**src/verilog/pwm_timebase_defs.svh**
```systemverilog
// register map, field positions and reset values of the timebase block
// assumes a plain strobe bus with byte offsets as printed
//
// Contract
// reload every interval-plus-one opportunities
// new interval applies after current load cycle
// half-cycle reloads only in center mode
// divider codes give bus clock /1 /2 /4 /8
// divider applies at next cycle with load-okay
// reload flag sets on every reload
// flag clears by read then write one
// reload between read and write keeps flag
// clearing flag drops its interrupt request
// counter readable, writes ignored
// modulus is 15-bit period in pwm clocks
// software never writes zero modulus
// modulus buffered, applied at reload with load-okay
// deadtime readable, locked after write protect
// deadtime resets to all twelve ones
// deadtime bus cycles equal divisor times value minus one; at divisor one the code gives value
// generator b bits writable only with multiple timebase
// generator b enable opens pins two, three
// load-okay b transfers generator b buffers
// load-okay b read zero, write one
// software sets load-okay b before enable
// irq enable b gates flag b requests
// irq enable a gates flag a requests
// irq is flag and enable, held
`ifndef PWM_TIMEBASE_DEFS_SVH
`define PWM_TIMEBASE_DEFS_SVH

`define ADDR_ENC_A   8'h20
`define ADDR_FQC_A   8'h21
`define ADDR_CNT_A   8'h22
`define ADDR_MOD_A   8'h24
`define ADDR_DTM_A   8'h26
`define ADDR_ENC_B   8'h28
`define ADDR_CFG     8'h3e

`define FQC_INT_HI   7
`define FQC_INT_LO   4
`define FQC_HALF     3
`define FQC_DIV_HI   2
`define FQC_DIV_LO   1
`define FQC_FLAG     0

`define ENC_EN       7
`define ENC_LDOK     1
`define ENC_RIE      0

`define CFG_MTG      0
`define CFG_CENTER   1
`define CFG_WP       2
`define CFG_OCTL2    3
`define CFG_OCTL3    4

`define RST_DTM      12'hfff
`define RST_MOD      15'h0001

`endif

```
**src/verilog/pwm_timebase_pkg.sv**
```systemverilog
// types shared by the timebase block
// assumes the constants header is included by the design file
package pwm_timebase_pkg;

    typedef enum logic [1:0] {
        DIR_UP   = 2'b01,
        DIR_DOWN = 2'b10
    } cnt_dir_e;

    typedef struct packed {
        logic [15:0] rdata;
        logic [3:0]  int_buf;
        logic [3:0]  int_act;
        logic [3:0]  opp_cnt;
        logic        half_a;
        logic [1:0]  div_buf;
        logic [1:0]  div_act;
        logic [2:0]  pre_cnt;
        logic        flag_a;
        logic        arm_rf;
        logic        load_okay_a;
        logic        arm_lda;
        logic        rie_a;
        logic [14:0] cnt;
        logic [14:0] mod_buf;
        logic [14:0] mod_act;
        cnt_dir_e    dir;
        logic [11:0] dtm;
        logic [14:0] dt_bus;
        logic        multiple_timebase_select;
        logic        center;
        logic        wp;
        logic        octl2;
        logic        octl3;
        logic        enb;
        logic        load_okay_b;
        logic        arm_ldb;
        logic        rie_b;
        logic        irq_a;
        logic        irq_b;
        logic        gen_b_on;
        logic        pin2_en;
        logic        pin3_en;
        logic        load_b;
        logic        reload_a;
        logic        tick_a;
    } state_s;

endpackage

```
**src/verilog/pwm_timebase_reload_control.sv**
```systemverilog
// time base of generator a, its register file and the generator b
// enable register; assumes the bus master and generator b logic share
// CLK_SYS with this block
//
// The implementer's own choice: the strobed register port.
`timescale 1ns/1ps
`include "pwm_timebase_defs.svh"

module pwm_timebase_reload_control (
    input  wire logic        CLK_SYS,
    input  wire logic        RST,
    input  wire logic        CE,
    input  wire logic [7:0]  ADDR,
    input  wire logic [15:0] WDATA,
    input  wire logic        WR,
    input  wire logic        RD,
    input  wire logic        RELOAD_B,
    input  wire logic        RELOAD_FLAG_B,
    output logic      [15:0] RDATA,
    output logic             IRQ_A,
    output logic             IRQ_B,
    output logic             RELOAD_A,
    output logic             TICK_A,
    output logic      [14:0] DEADTIME_A,
    output logic             GEN_B_ENABLE,
    output logic             PIN_TWO_ENABLE,
    output logic             PIN_THREE_ENABLE,
    output logic             LOAD_B_STROBE
);
    import pwm_timebase_pkg::*;

    state_s s_r;
    state_s s_nxt;

    logic wr_enca;
    logic wr_fqca;
    logic wr_moda;
    logic wr_dtma;
    logic wr_encb;
    logic wr_cfg;
    logic rd_fqca;
    logic rd_enca;
    logic rd_encb;
    logic full_opp;
    logic half_opp;
    logic opp;
    logic reload_now;
    logic clr_flag;

    // divisor for a prescaler code
    function automatic logic [3:0] div_ratio(input logic [1:0] code);
        div_ratio = 4'h1 << code;
    endfunction

    // deadtime in bus cycles, exact value when not divided
    function automatic logic [14:0] dt_cycles(input logic [1:0]  code,
                                              input logic [11:0] val);
        logic [14:0] prod;
        prod = {3'h0, val} << code;
        if (code == 2'h0 || val == 12'h000) begin
            dt_cycles = prod;
        end else begin
            dt_cycles = prod - 15'h0001;
        end
    endfunction

    assign wr_enca = WR && ADDR == `ADDR_ENC_A;
    assign wr_fqca = WR && ADDR == `ADDR_FQC_A;
    assign wr_moda = WR && ADDR == `ADDR_MOD_A;
    assign wr_dtma = WR && ADDR == `ADDR_DTM_A;
    assign wr_encb = WR && ADDR == `ADDR_ENC_B;
    assign wr_cfg  = WR && ADDR == `ADDR_CFG;
    assign rd_fqca = RD && ADDR == `ADDR_FQC_A;
    assign rd_enca = RD && ADDR == `ADDR_ENC_A;
    assign rd_encb = RD && ADDR == `ADDR_ENC_B;

    // counter reaches an end of period on a prescaled tick
    always_comb begin
        full_opp = 1'b0;
        half_opp = 1'b0;
        if (s_r.tick_a) begin
            if (!s_r.center) begin
                full_opp = s_r.cnt >= s_r.mod_act - 15'h0001;
            end else if (s_r.dir == DIR_UP) begin
                half_opp = s_r.cnt >= s_r.mod_act;
            end else begin
                full_opp = s_r.cnt == 15'h0000;
            end
        end
    end

    assign opp        = full_opp || (half_opp && s_r.half_a);
    assign reload_now = opp && s_r.opp_cnt == s_r.int_act;
    // a reload in the same cycle voids the pending clear
    assign clr_flag   = wr_fqca && WDATA[`FQC_FLAG] && s_r.arm_rf
                        && !reload_now;

    always_comb begin
        s_nxt        = s_r;
        s_nxt.rdata  = 16'h0000;
        s_nxt.load_b = 1'b0;

        // prescaler: tick marks one pwm clock period
        if ({1'b0, s_r.pre_cnt} >= div_ratio(s_r.div_act) - 4'h1) begin
            s_nxt.pre_cnt = 3'h0;
            s_nxt.tick_a  = 1'b1;
        end else begin
            s_nxt.pre_cnt = s_r.pre_cnt + 3'h1;
            s_nxt.tick_a  = 1'b0;
        end

        // counter, edge or center aligned
        if (s_r.tick_a) begin
            case (s_r.dir)
                DIR_UP: begin
                    if (!s_r.center) begin
                        if (full_opp) begin
                            s_nxt.cnt = 15'h0000;
                        end else begin
                            s_nxt.cnt = s_r.cnt + 15'h0001;
                        end
                    end else if (half_opp) begin
                        s_nxt.dir = DIR_DOWN;
                        s_nxt.cnt = s_r.cnt - 15'h0001;
                    end else begin
                        s_nxt.cnt = s_r.cnt + 15'h0001;
                    end
                end
                DIR_DOWN: begin
                    if (!s_r.center || full_opp) begin
                        s_nxt.dir = DIR_UP;
                        s_nxt.cnt = s_r.center ? 15'h0001 : 15'h0000;
                    end else begin
                        s_nxt.cnt = s_r.cnt - 15'h0001;
                    end
                end
                default: begin
                    s_nxt.dir = DIR_UP;
                    s_nxt.cnt = 15'h0000;
                end
            endcase
        end

        // reload opportunities and reload cycles
        s_nxt.reload_a = reload_now;
        if (opp) begin
            if (reload_now) begin
                s_nxt.opp_cnt = 4'h0;
                s_nxt.int_act = s_r.int_buf;
                s_nxt.arm_rf  = 1'b0;
                if (s_r.load_okay_a) begin
                    s_nxt.div_act = s_r.div_buf;
                    s_nxt.mod_act = s_r.mod_buf;
                    s_nxt.load_okay_a   = 1'b0;
                end
            end else begin
                s_nxt.opp_cnt = s_r.opp_cnt + 4'h1;
            end
        end

        // frequency control a
        if (rd_fqca) begin
            s_nxt.arm_rf = s_r.flag_a;
        end
        if (wr_fqca) begin
            s_nxt.int_buf = WDATA[`FQC_INT_HI:`FQC_INT_LO];
            s_nxt.half_a  = WDATA[`FQC_HALF];
            s_nxt.div_buf = WDATA[`FQC_DIV_HI:`FQC_DIV_LO];
            s_nxt.arm_rf  = 1'b0;
        end
        if (clr_flag) begin
            s_nxt.flag_a = 1'b0;
        end
        if (reload_now) begin
            s_nxt.flag_a = 1'b1;
        end

        // enable control a: load-okay set only after reading it as zero
        if (rd_enca) begin
            s_nxt.arm_lda = !s_r.load_okay_a;
        end
        if (wr_enca) begin
            s_nxt.rie_a   = WDATA[`ENC_RIE];
            s_nxt.arm_lda = 1'b0;
            if (!WDATA[`ENC_LDOK]) begin
                s_nxt.load_okay_a = 1'b0;
            end else if (s_r.arm_lda) begin
                s_nxt.load_okay_a = 1'b1;
            end
        end

        // modulus, buffered; zero is left to software
        if (wr_moda) begin
            s_nxt.mod_buf = WDATA[14:0];
        end

        // deadtime, locked by write protect
        if (wr_dtma && !s_r.wp) begin
            s_nxt.dtm = WDATA[11:0];
        end
        s_nxt.dt_bus = dt_cycles(s_r.div_act, s_r.dtm);

        // own configuration; write protect sticks until reset
        if (wr_cfg) begin
            s_nxt.multiple_timebase_select    = WDATA[`CFG_MTG];
            s_nxt.center = WDATA[`CFG_CENTER];
            s_nxt.wp     = s_r.wp || WDATA[`CFG_WP];
            s_nxt.octl2  = WDATA[`CFG_OCTL2];
            s_nxt.octl3  = WDATA[`CFG_OCTL3];
        end

        // enable control b, live only with multiple time bases
        if (rd_encb) begin
            s_nxt.arm_ldb = s_r.multiple_timebase_select && !s_r.load_okay_b;
        end
        if (RELOAD_B && s_r.multiple_timebase_select && s_r.load_okay_b) begin
            s_nxt.load_okay_b  = 1'b0;
            s_nxt.load_b = 1'b1;
        end
        if (wr_encb && s_r.multiple_timebase_select) begin
            s_nxt.enb     = WDATA[`ENC_EN];
            s_nxt.rie_b   = WDATA[`ENC_RIE];
            s_nxt.arm_ldb = 1'b0;
            if (!WDATA[`ENC_LDOK]) begin
                s_nxt.load_okay_b = 1'b0;
            end else if (s_r.arm_ldb) begin
                s_nxt.load_okay_b = 1'b1;
            end
        end

        // outputs, registered from the next state
        s_nxt.irq_a    = s_nxt.flag_a && s_nxt.rie_a;
        s_nxt.irq_b    = RELOAD_FLAG_B && s_nxt.rie_b
                         && s_nxt.multiple_timebase_select;
        s_nxt.gen_b_on = s_nxt.enb && s_nxt.multiple_timebase_select;
        s_nxt.pin2_en  = s_nxt.gen_b_on || s_nxt.octl2;
        s_nxt.pin3_en  = s_nxt.gen_b_on || s_nxt.octl3;

        // read data stand only in the cycle after the strobe
        if (RD) begin
            case (ADDR)
                `ADDR_ENC_A: begin
                    s_nxt.rdata = {14'h0000, s_r.load_okay_a, s_r.rie_a};
                end
                `ADDR_FQC_A: begin
                    s_nxt.rdata = {8'h00, s_r.int_buf, s_r.half_a,
                                   s_r.div_buf, s_r.flag_a};
                end
                `ADDR_CNT_A: begin
                    s_nxt.rdata = {1'b0, s_r.cnt};
                end
                `ADDR_MOD_A: begin
                    s_nxt.rdata = {1'b0, s_r.mod_buf};
                end
                `ADDR_DTM_A: begin
                    s_nxt.rdata = {4'h0, s_r.dtm};
                end
                `ADDR_ENC_B: begin
                    s_nxt.rdata = {8'h00, s_r.enb && s_r.multiple_timebase_select, 5'h00,
                                   s_r.load_okay_b && s_r.multiple_timebase_select,
                                   s_r.rie_b && s_r.multiple_timebase_select};
                end
                `ADDR_CFG: begin
                    s_nxt.rdata = {11'h000, s_r.octl3, s_r.octl2,
                                   s_r.wp, s_r.center, s_r.multiple_timebase_select};
                end
                default: begin
                    s_nxt.rdata = 16'h0000;
                end
            endcase
        end
    end

    always_ff @(posedge CLK_SYS) begin
        if (RST) begin
            s_r         <= '0;
            s_r.dir     <= DIR_UP;
            s_r.mod_buf <= `RST_MOD;
            s_r.mod_act <= `RST_MOD;
            s_r.dtm     <= `RST_DTM;
        end else if (CE) begin
            s_r <= s_nxt;
        end
    end

    assign RDATA            = s_r.rdata;
    assign IRQ_A            = s_r.irq_a;
    assign IRQ_B            = s_r.irq_b;
    assign RELOAD_A         = s_r.reload_a;
    assign TICK_A           = s_r.tick_a;
    assign DEADTIME_A       = s_r.dt_bus;
    assign GEN_B_ENABLE     = s_r.gen_b_on;
    assign PIN_TWO_ENABLE   = s_r.pin2_en;
    assign PIN_THREE_ENABLE = s_r.pin3_en;
    assign LOAD_B_STROBE    = s_r.load_b;

    // checks
    property p_reload_flag;
        @(posedge CLK_SYS) disable iff (RST)
        CE && reload_now |=> s_r.flag_a && RELOAD_A;
    endproperty
    a_reload_flag: assert property (p_reload_flag)
        else $error("reload did not set flag");

    property p_mod_load;
        @(posedge CLK_SYS) disable iff (RST)
        CE && reload_now && s_r.load_okay_a
        |=> s_r.mod_act == $past(s_r.mod_buf) && !s_r.load_okay_a;
    endproperty
    a_mod_load: assert property (p_mod_load)
        else $error("modulus not taken at reload");

    property p_mod_hold;
        @(posedge CLK_SYS) disable iff (RST)
        CE && !s_r.load_okay_a |=> $stable(s_r.mod_act);
    endproperty
    a_mod_hold: assert property (p_mod_hold)
        else $error("modulus changed without load-okay");

    property p_clear_unarmed;
        @(posedge CLK_SYS) disable iff (RST)
        CE && s_r.flag_a && !s_r.arm_rf |=> s_r.flag_a;
    endproperty
    a_clear_unarmed: assert property (p_clear_unarmed)
        else $error("flag cleared without read");

    property p_irq_a;
        @(posedge CLK_SYS) disable iff (RST)
        CE && reload_now && s_r.rie_a && !wr_enca |=> IRQ_A;
    endproperty
    a_irq_a: assert property (p_irq_a)
        else $error("irq a differs from flag and enable");

    property p_dtm_lock;
        @(posedge CLK_SYS) disable iff (RST)
        CE && s_r.wp && wr_dtma |=> $stable(s_r.dtm);
    endproperty
    a_dtm_lock: assert property (p_dtm_lock)
        else $error("deadtime written after protect");

    property p_encb_zero;
        @(posedge CLK_SYS) disable iff (RST)
        CE && rd_encb && !s_r.multiple_timebase_select |=> RDATA == 16'h0000;
    endproperty
    a_encb_zero: assert property (p_encb_zero)
        else $error("enable b bits visible without mtg");

    property p_cnt_read;
        @(posedge CLK_SYS) disable iff (RST)
        CE && RD && ADDR == `ADDR_CNT_A
        |=> RDATA == {1'b0, $past(s_r.cnt)};
    endproperty
    a_cnt_read: assert property (p_cnt_read)
        else $error("counter read mismatch");

    property p_load_b;
        @(posedge CLK_SYS) disable iff (RST)
        CE && RELOAD_B && s_r.multiple_timebase_select && s_r.load_okay_b && !wr_encb
        |=> LOAD_B_STROBE && !s_r.load_okay_b;
    endproperty
    a_load_b: assert property (p_load_b)
        else $error("load b not transferred");

    // divider only moves at a reload that sees load-okay
    property p_div_hold;
        @(posedge CLK_SYS) disable iff (RST)
        CE && !s_r.load_okay_a |=> $stable(s_r.div_act);
    endproperty
    a_div_hold: assert property (p_div_hold)
        else $error("divider changed without load-okay");

    property p_interval_load;
        @(posedge CLK_SYS) disable iff (RST)
        CE && reload_now |=> s_r.int_act == $past(s_r.int_buf);
    endproperty
    a_interval_load: assert property (p_interval_load)
        else $error("interval not taken at reload");

    property p_encb_lock;
        @(posedge CLK_SYS) disable iff (RST)
        CE && wr_encb && !s_r.multiple_timebase_select
        |=> $stable({s_r.enb, s_r.load_okay_b, s_r.rie_b});
    endproperty
    a_encb_lock: assert property (p_encb_lock)
        else $error("enable b bits written without mtg");

endmodule

```
**config.mk**
```make
export PLATFORM = sky130hd
export DESIGN_NAME = pwm_timebase_reload_control
export DESIGN_NICKNAME = d
export VERILOG_FILES = /design/src/verilog/pwm_timebase_pkg.sv /design/src/verilog/pwm_timebase_reload_control.sv
export VERILOG_INCLUDE_DIRS = /design/src /design/src/verilog
export SDC_FILE = /design/constraint.sdc
export NUM_CORES = 1
export LEC_CHECK = 0
export ABC_AREA = 1
export BUFFER_PORTS_ARGS = -buffer_cell sky130_fd_sc_hd__buf_4
export CAP_MARGIN = 20
export CORE_UTILIZATION = 40
export DETAILED_ROUTE_END_ITERATION = 7
export GPL_ROUTABILITY_DRIVEN = 1
export PLACE_DENSITY = 0.55
export SLEW_MARGIN = 25
export SYNTH_ARGS = -nofsm -noshare
export SYNTH_HDL_FRONTEND = slang
export SYNTH_SLANG_ARGS = --single-unit
```
**constraint.sdc**
```tcl
create_clock -name CLK_SYS -period 3.55 [get_ports CLK_SYS]
set_input_delay 0 -clock CLK_SYS [delete_from_list [all_inputs] [get_ports CLK_SYS]]
set_output_delay 0 -clock CLK_SYS [all_outputs]
set_load 0.01 [all_outputs]
```
==> results.toml, run 1 <==
[sta]
skew_ns = 0.01139
tightest_slew_ns = 0.9094
fmax_mhz = 309.1
rsz0062_at_grt = "false"
slew_viol_final = 0
setup_viol = 0
fin_ws_ns = 0.3150
finalCritPeriodShare_pct = 91.13
finalHoldViolCount = 0
slew_headroom_pct = 39.29
setup_tns_ns = 0
min_period_ns = 3.235

[placement]
dp_hpwl_um = 18940
place_ws_ns = 0.1184
dp.cells = 1623
portBuffers = 67
gp_congestion = 0.9534

[clock_tree]
clk_pin_slew_ns = 0.06
cts_tree = "built"
clockRootBuffer = "clkbuf_16"
cts_buffer_depth = 2
htreeDepth = 4
cts_sinks = 131
clock_latency_ns = 0.42
cts_made_buffers = 17

[route]
dr.pass1.iters = 7
wl_per_cell_um = 15.21
drt-total-wl_um = 25480
drc_errors = 0
routed_via_density = 4.966
ant_nets = 0
vias = 8318
drt_iter0_drc = 445

[setup_path]
setup.worst_path.start_class = "register"
path_max_fanout = 5
crit_required_ns = 3.83
crit_arrival_ns = 3.51
reg2reg_slack_ns = 0.31
ff2ff_path_depth = 24
path_class = "register to register"
crit_path_start = "s_r[46]"
rr_endpoint = "s_r[108]"
endpoint_kind = "register"
rr_startpoint = "s_r[46]"

[floorplanning]
die-height_um = 148.5
initial_core_util_pct = 40.84
core_um2 = 21020
dieArea_um2 = 22050
top_level_ports = 70
die_w_um = 148.5
rows = 53

[status]
status = "complete, no violations"

[pwr]
pwr_density_cell_nw_per_um2 = 367.8
p_leak_uw = 0.004866
ir_drop_mv = 0.3040

[global_route]
grt_max_degree = 57
gr-total-overflow = 0
gr-usage-all-layers_pct = 23.82
antenna_found_initial = 0
grt_pass1_vias = 7764
grt_pass1_wl_um = 40720

[worst_hold_path]
hp-class = "input port to register"
min_path_cells = 2
min_from = "CE"
min_to = "DEADTIME_A[10]"

[logic_synthesis]
synth.cell_area_um2 = 8584
avgSynthCellArea_um2 = 6.454
yosys_warnings = 0
ys_top_cells_by_area = "dfxtp_1 31%, nand2_1 16%, inv_1 7.5%, ha_1 6.0%, a21oi_1 5.9%"
synthArstFlopShare_pct = 0
ys.flop_type = "dfxtp_1"
ys_seq_area_share_pct = 30.55
yosys.area.top_type = "dfxtp_1"
synth-edff-count = 0
ys_ff_latch = 131
synth_cells = 1330
netlist.area_leader.share_pct = 30.55
ys_types = 47
syn-num-nets = 1402

[finish]
layout_commonest_cell = "nand2_1"
layout_common_cells = "369 x nand2_1, 170 x inv_1, 131 x dfxtp_1"
seq_area_um2 = 2623
fill_cells = 2223
antennaDiodeCount = 0
fin_nets = 1459
final_cell_count_no_fill = 1675
layout-drive-gt1-share_pct = 11.64
post-route-util_pct = 48.04
area_growth_pct = 17.65
multi_input_area_um2 = 4875

[run]
cap_violations = 0
## what timing repair did
action | CTS | global route
buffers inserted | 0 | 0
endpoints found under the setup margin | 0 | 47
hold buffers | 20 | 0
resized for setup | 0 | 8
endpoints found under the hold margin | 42 | 0
## stage by stage
| stage | hold WS, ns | power (µW) | cell area, µm² |
|---|---|---|---|
| after floorplan | 0.1430 | 1692 | 8584 |
| after global placement | 0.2795 | 1788 | 9223 |
| after detailed placement | 0.2874 | 1788 | 9223 |
| after CTS | 0.08984 | 3742 | 10060 |
| after global routing | 0.1145 | 3832 | 10100 |
| final | 0.1069 | 3715 | 10100 |
## flip-flops by register name, summed over array words and instances (netlist names)
| register | cells |
|---|---|
| RDATA | 15 |
| GEN_B_ENABLE | 1 |
| IRQ_A | 1 |
| IRQ_B | 1 |
| TICK_A | 1 |
| RELOAD_A | 1 |
| LOAD_B_STROBE | 1 |
| PIN_TWO_ENABLE | 1 |
| DEADTIME_A | 15 |
| PIN_THREE_ENABLE | 1 |
| s_r | 93 |
## Yosys cell counts (3+ instances only)
master	count
nand2_1	371
inv_1	171
dfxtp_1	131
nor2_1	115
a21oi_1	102
o21ai_0	76
nand3_1	69
xor2_1	42
ha_1	41
buf_4	33
clkbuf_1	31
nand4_1	17
o211ai_1	17
nor3_1	16
o22ai_1	14
buf_2	12
nand3b_1	7
o221ai_1	7
a31oi_1	5
inv_2	4
nor2_2	4
nor4_1	4
a21o_1	3
nand2_2	3
or2_2	3
xnor2_1	3
## report_power, final
| part | switching [µW] | total [µW] | internal, µW |
|---|---|---|---|
| combinational | 164 | 271 | 107 |
| sequential | 12.8 | 1500 | 1490 |
| clock | 732 | 1940 | 1210 |
## cell type report
class | instances | share of cell area (%)
multi-input combinational | 941 | 48.27
inverter | 178 | 6.628
tap | 275 | 3.407
clock buffer | 19 | 4.386
timing repair buffer | 118 | 9.390
clock inverter | 13 | 1.957
sequential | 131 | 25.97
## metal layers
metal / part of all wire, % / routed length [µm] / up-vias / global-route usage (%)
li1: - / - / 4363 / -
met1: 46 / 11800 / 3747 / 31.31
met4: 2.3 / 578 / 0 / 8.093
met2: 47 / 12050 / 175 / 39.11
met5: 0 / 0 / - / 0
met3: 4.2 / 1059 / 33 / 4.202
## logic make-up after synthesis
logic type | share of synthesized area [%]
and+or+nand+nor | 30.27
buffers and inverters | 13.09
AOI/OAI and AO/OA | 15.36
DFF | 30.55
xor gates and xnor gates | 4.591
adders and majority gates | 5.976
other | 0.04368
muxes | 0.1166
## critical path, cell delays in order (launching register included)
cell and delay, ns:
dfxtp_1 0.31, inv_1 0.09, ha_1 0.19, nand3_1 0.14, nor3_2 0.15, nand3_1 0.13
inv_1 0.07, nand2_1 0.07, inv_1 0.08, nand2_1 0.06, xor2_1 0.16, ha_1 0.31
nand2_1 0.14, inv_1 0.07, nand2_1 0.08, nand3_1 0.08, a31oi_1 0.14, nand2_1 0.11
nand2_2 0.12, nand2_2 0.11, nand3_4 0.11, clkinv_2 0.11, buf_4 0.16, nand2_1 0.06
a21oi_1 0.06
## worst max-delay path by stage
stage,end,slack (ns)
after floorplan,s_r[100],0.53
after global placement,s_r[58],0.18
after detailed placement,s_r[55],0.12
after CTS,s_r[55],0.12
after global routing,s_r[52],0.003
final,s_r[108],0.31
Power figures use the tool's default switching activity.
==> run 2, diff against run 1 <==
==> constraint.sdc (replaced) <==
create_clock -name CLK_SYS -period 3.7 [get_ports CLK_SYS]
set_input_delay 0 -clock CLK_SYS [delete_from_list [all_inputs] [get_ports CLK_SYS]]
set_output_delay 0 -clock CLK_SYS [all_outputs]
set_load 0.01 [all_outputs]
==> run 2 against run 1 <==
Total power decreased by 8.1%. Sequential share of layout area increased by 0.20 points. Register-to-register slack got worse by 0.03 ns. Final cell count decreased by 0.30%. Critical path type unchanged.
==> results.toml, run 2 (synthesis gave the netlist of run 1 again) <==
[finish]
final_area_um2 = 10020
area_growth_pct = 16.73
antennaDiodeCount = 0
layout-drive-gt1-share_pct = 11.25
fill_cells = 2140
fin_nets = 1455
largest_reg_flops = 93
layout_commonest_cell = "nand2_1"
top_register = "s_r"
layout_common_cells = "368 x nand2_1, 171 x inv_1, 131 x dfxtp_1"

[placement]
placed_cell_area_um2 = 9155
dp_hpwl_um = 18750
portBuffers = 67
place_ws_ns = 0.1412
gp_congestion = 0.8933

[pwr]
power.switching_uw = 856.6
swShare_pct = 25.08
p_comb_share_pct = 7.7
pwr_density_cell_nw_per_um2 = 340.8
power_frac_clock_pct = 50.2
ir_drop_mv = 0.2948
p_int_uw = 2559
p_seq_share_pct = 42.2
p_total_uw = 3415
p_leak_uw = 0.004809

[floorplanning]
dieArea_um2 = 22050
top_level_ports = 70
rows = 53
core_um2 = 21020
initial_core_util_pct = 40.84
die-height_um = 148.5
die_w_um = 148.5

[worst_hold_path]
min_path_cells = 4
min_from = "CE"
min_to = "s_r[106]"
hp-class = "input port to register"

[route]
dr.pass1.iters = 7
ant_nets = 0
routed_via_density = 5.037
drc_errors = 0
wl_per_cell_um = 15.42
drt_iter0_drc = 531
vias = 8412
drt-total-wl_um = 25760

[sta]
finalCritPeriodShare_pct = 92.19
slew_viol_final = 0
setup_viol = 0
fmax_mhz = 293.2
finalHoldViolCount = 0
hold_ws_ns = 0.07774
skew_ns = 0.01153
tightest_slew_ns = 0.7871
setup_tns_ns = 0
fin_ws_ns = 0.2889
slew_headroom_pct = 47.53
min_period_ns = 3.411

[global_route]
antenna_found_initial = 0
grt_pass1_wl_um = 41100
gr-total-overflow = 0
grt_max_degree = 56
gr-usage-all-layers_pct = 24.13
grt_pass1_vias = 7759

[setup_path]
crit_required_ns = 3.98
path_delay_family = "simple AND/OR/NAND/NOR gates"
rr_startpoint = "s_r[46]"
endpoint_kind = "register"
cp_common_cell = "nand2_1"
reg2reg_slack_ns = 0.29
slowest_stage = "dfxtp_1"
path_max_fanout = 6
path_class = "register to register"
crit_arrival_ns = 3.69
ff2ff_path_depth = 25
setup.worst_path.start_class = "register"
rr_endpoint = "s_r[88]"
path_buf_inv = 6
max_stage_delay_ns = 0.37

[clock_tree]
cts_tree = "built"
clockRootBuffer = "clkbuf_16"
cts_buffer_depth = 2
clock_latency_ns = 0.43
htreeDepth = 4
cts_made_buffers = 17
cts_sinks = 131
clk_pin_slew_ns = 0.06

[status]
status = "complete, no violations"

[run]
cap_violations = 0
run 2: worst max-delay path by stage:
| stage | to | start | depth (start not counted) | slack [ns] |
|---|---|---|---|---|
| 6_report | s_r[88] | s_r[46] | 25 | 0.29 |
| 5_1_grt | s_r[60] | s_r[46] | 25 | -0.03 |
| 4_1_cts | s_r[95] | s_r[46] | 23 | 0.12 |
| 3_5_place_dp | s_r[95] | s_r[47] | 23 | 0.14 |
| 3_3_place_gp | s_r[95] | s_r[46] | 23 | 0.20 |
| 2_1_floorplan | s_r[100] | s_r[46] | 26 | 0.68 |
run 2: repair_timing:
item                                    in CTS  in global routing
gates resized for setup                      0                 10
endpoints found under the setup margin       0                 43
hold buffers                                21                  0
buffers inserted                             0                  3
hold endpoints to repair                    43                  0
run 2: worst register-to-register path, delay by kind of cell, from the launching register on:
kind	cells	cell delay, ns
buffers and inverters	6	0.65
AND/OR/NAND/NOR	15	1.51
flip-flops	1	0.37
adder cells (fa/ha/maj)	2	0.54
XOR/XNOR	1	0.15
AO/OA/AOI/OAI	1	0.05
run 2: power by group through the flow:
stage                     Sequential [µW]  Combinational [µW]  Clock, µW
after CTS                            1440                 257       1740
after global routing                 1440                 290       1800
final                                1440                 261       1710
after detailed placement             1470                 240          0
after floorplan                      1470                 153          0
after global placement               1470                 238          0
run 2: area by class of cell:
type | count | area (µm²) | share of cell area, %
clock buffer | 20 | 456.7 | 4.557
multi-input combinational | 942 | 4886 | 48.76
timing repair buffer | 113 | 913.4 | 9.115
tap | 275 | 344.1 | 3.434
clock inverter | 11 | 127.6 | 1.274
inverter | 178 | 670.6 | 6.692
sequential | 131 | 2623 | 26.17
run 2: through the flow:
step / instances / utilization [%]
after floorplan: 1330 / -
after global placement: 1614 / 43.55
after detailed placement: 1614 / 43.55
after CTS: 1666 / 47.33
after global routing: 1670 / 47.67
final: 1670 / 47.67
run 2: per-layer routing:
metal | share of wire (%) | track usage [%] | vias up | wire, µm
met5 | 0 | 0 | - | 0
met4 | 1.9 | 8.299 | 0 | 480
met3 | 3.6 | 3.834 | 27 | 930
met2 | 47 | 39.95 | 179 | 12230
met1 | 47 | 31.65 | 3838 | 12120
li1 | - | - | 4368 | -
==> run 3, diff against run 2 <==
==> constraint.sdc (replaced) <==
create_clock -name CLK_SYS -period 3.7 [get_ports CLK_SYS]
set_input_delay 0.37 -clock CLK_SYS [delete_from_list [all_inputs] [get_ports CLK_SYS]]
set_output_delay 0.37 -clock CLK_SYS [all_outputs]
set_load 0.01 [all_outputs]
==> run 3 against run 2 <==
Critical endpoint is now s_r[56]. First-iteration DRC count decreased by 2.8%. Final area decreased by 2.5%. Flip-flop and latch count unchanged. Sequential share of layout area increased by 0.68 points. Worst hold slack improved by 0.16 ns. Wire length decreased by 2.0%. Largest cell class unchanged. Total power decreased by 1.4%. Register-to-register slack improved by 0.03 ns. Clock skew about the same.
==> results.toml, run 3 (synthesis gave the netlist of run 1 again) <==
[route]
wl_per_cell_um = 15.33
ant_nets = 0
dr.pass1.iters = 5
routed_via_density = 4.982
drc_errors = 0
drt-total-wl_um = 25240
vias = 8205
drt_iter0_drc = 516

[sta]
setup_viol = 0
rsz0062_at_grt = "false"
slew_headroom_pct = 48.72
finalHoldViolCount = 0
setup_tns_ns = 0
tightest_slew_ns = 0.7692
min_period_ns = 3.379
fmax_mhz = 296.0
skew_ns = 0.01143
slew_viol_final = 0
finalCritPeriodShare_pct = 91.31

[setup_path]
crit_arrival_ns = 3.69
path_max_fanout = 17
path_class = "register to register"
endpoint_kind = "register"
setup.worst_path.start_class = "register"
reg2reg_slack_ns = 0.32
crit_required_ns = 4.02

[clock_tree]
cts_setup_buffers = 0
cts_tree = "built"
htreeDepth = 4
cts_made_buffers = 17
cts_sinks = 131
clock_latency_ns = 0.42
clk_pin_slew_ns = 0.06
cts_buffer_depth = 2
clockRootBuffer = "clkbuf_16"

[pwr]
ir_drop_mv = 0.2335
pwr_density_cell_nw_per_um2 = 344.8
p_leak_uw = 0.004726

[floorplanning]
dieArea_um2 = 22050
top_level_ports = 70
initial_core_util_pct = 40.84
die_w_um = 148.5
die-height_um = 148.5
core_um2 = 21020
rows = 53

[global_route]
antenna_found_initial = 0
grt_pass1_vias = 7608
grt_pass1_wl_um = 40410
gr-total-overflow = 0
gr-usage-all-layers_pct = 23.66
grt_max_degree = 56

[placement]
placed_cell_area_um2 = 9178
gp_congestion = 0.8990
dp_hpwl_um = 18840
portBuffers = 67

[finish]
layout-drive-gt1-share_pct = 11.01
layout_common_cells = "371 x nand2_1, 171 x inv_1, 131 x dfxtp_1"
antennaDiodeCount = 0
top_register = "s_r"
fill_cells = 2234
area_growth_pct = 13.76
largest_reg_flops = 93
layout_commonest_cell = "nand2_1"
fin_nets = 1433
final_area_um2 = 9766

[run]
cap_violations = 0

[worst_hold_path]
hp-class = "input port to register"

[status]
status = "complete, no violations"
## run 3: changes by cell type in the layout (fill, tap and decap cells not counted), moves of 2 or more
cell           before  now
nand2_1           368  371
dlygate4sd3_1      21    0
clkinv_2            2    4
nand2_2             6    3
## run 3: final cells by class
class | instances | area, µm² | share of cell area (%)
inverters | 178 | 669.4 | 6.855
multi-input cells | 941 | 4853 | 49.70
well taps | 275 | 344.1 | 3.523
repair buffers | 92 | 703.2 | 7.201
flip-flops and latches | 131 | 2623 | 26.85
clock buffers | 18 | 439.2 | 4.497
clock inverters | 12 | 133.9 | 1.371
## run 3: path summary, 6_finish.rpt
kind	startpoint	endpoint	cells after the start
worst max-delay path	s_r[47]	s_r[56]	25
worst min-delay path	WDATA[2]	s_r[14]	3
worst max register to register	s_r[47]	s_r[56]	25
worst min register to register	s_r[113]	s_r[109]	2
## run 3: what timing repair did
| action | in CTS | in global routing |
|---|---|---|
| resized for setup | 0 | 3 |
| setup endpoints to repair | 0 | 36 |
| hold buffers | 0 | 0 |
## run 3: through the flow
step | std cells | utilization, % | hold slack (ns) | total power [µW] | setup slack [ns]
after detailed placement | 1617 | 43.66 | 0.4544 | 1715 | 0.2081
after floorplan | 1330 | - | 0.4390 | 1623 | 0.6844
final | 1647 | 46.46 | 0.2331 | 3367 | 0.3215
after CTS | 1647 | 46.38 | 0.2271 | 3407 | 0.1735
after global placement | 1617 | 43.66 | 0.4510 | 1714 | 0.2478
after global routing | 1647 | 46.46 | 0.2421 | 3494 | 0.02429
## run 3: layer usage
layer	GRT usage, %	part of all wire (%)
met1	30.93	47
met2	39.98	47
met3	3.988	4.0
met4	6.289	1.6
met5	0	0
## run 3: where the power goes
part | switching [µW] | internal (µW) | leakage [µW] | total [µW]
Combinational | 155 | 87.5 | 0.00339 | 242
Clock | 679 | 1010 | 0.000272 | 1680
Sequential | 10.8 | 1430 | 0.00106 | 1440
## run 3: critical path, cell delays in order (launching register included)
cell	delay (ns)
dfxtp_1	0.31
inv_1	0.11
ha_1	0.19
nand3_1	0.13
nor3_2	0.20
nand3_1	0.15
inv_1	0.08
nand2_1	0.07
inv_1	0.08
nand2_1	0.06
xor2_1	0.16
ha_1	0.30
nand2_1	0.11
inv_1	0.06
nand2_1	0.08
nand3_1	0.08
a31oi_1	0.14
nand2_1	0.10
nand2_1	0.13
nand2_2	0.13
nand3_4	0.13
clkinv_2	0.10
nand2_4	0.18
nand2_1	0.09
inv_1	0.06
nor2_1	0.04
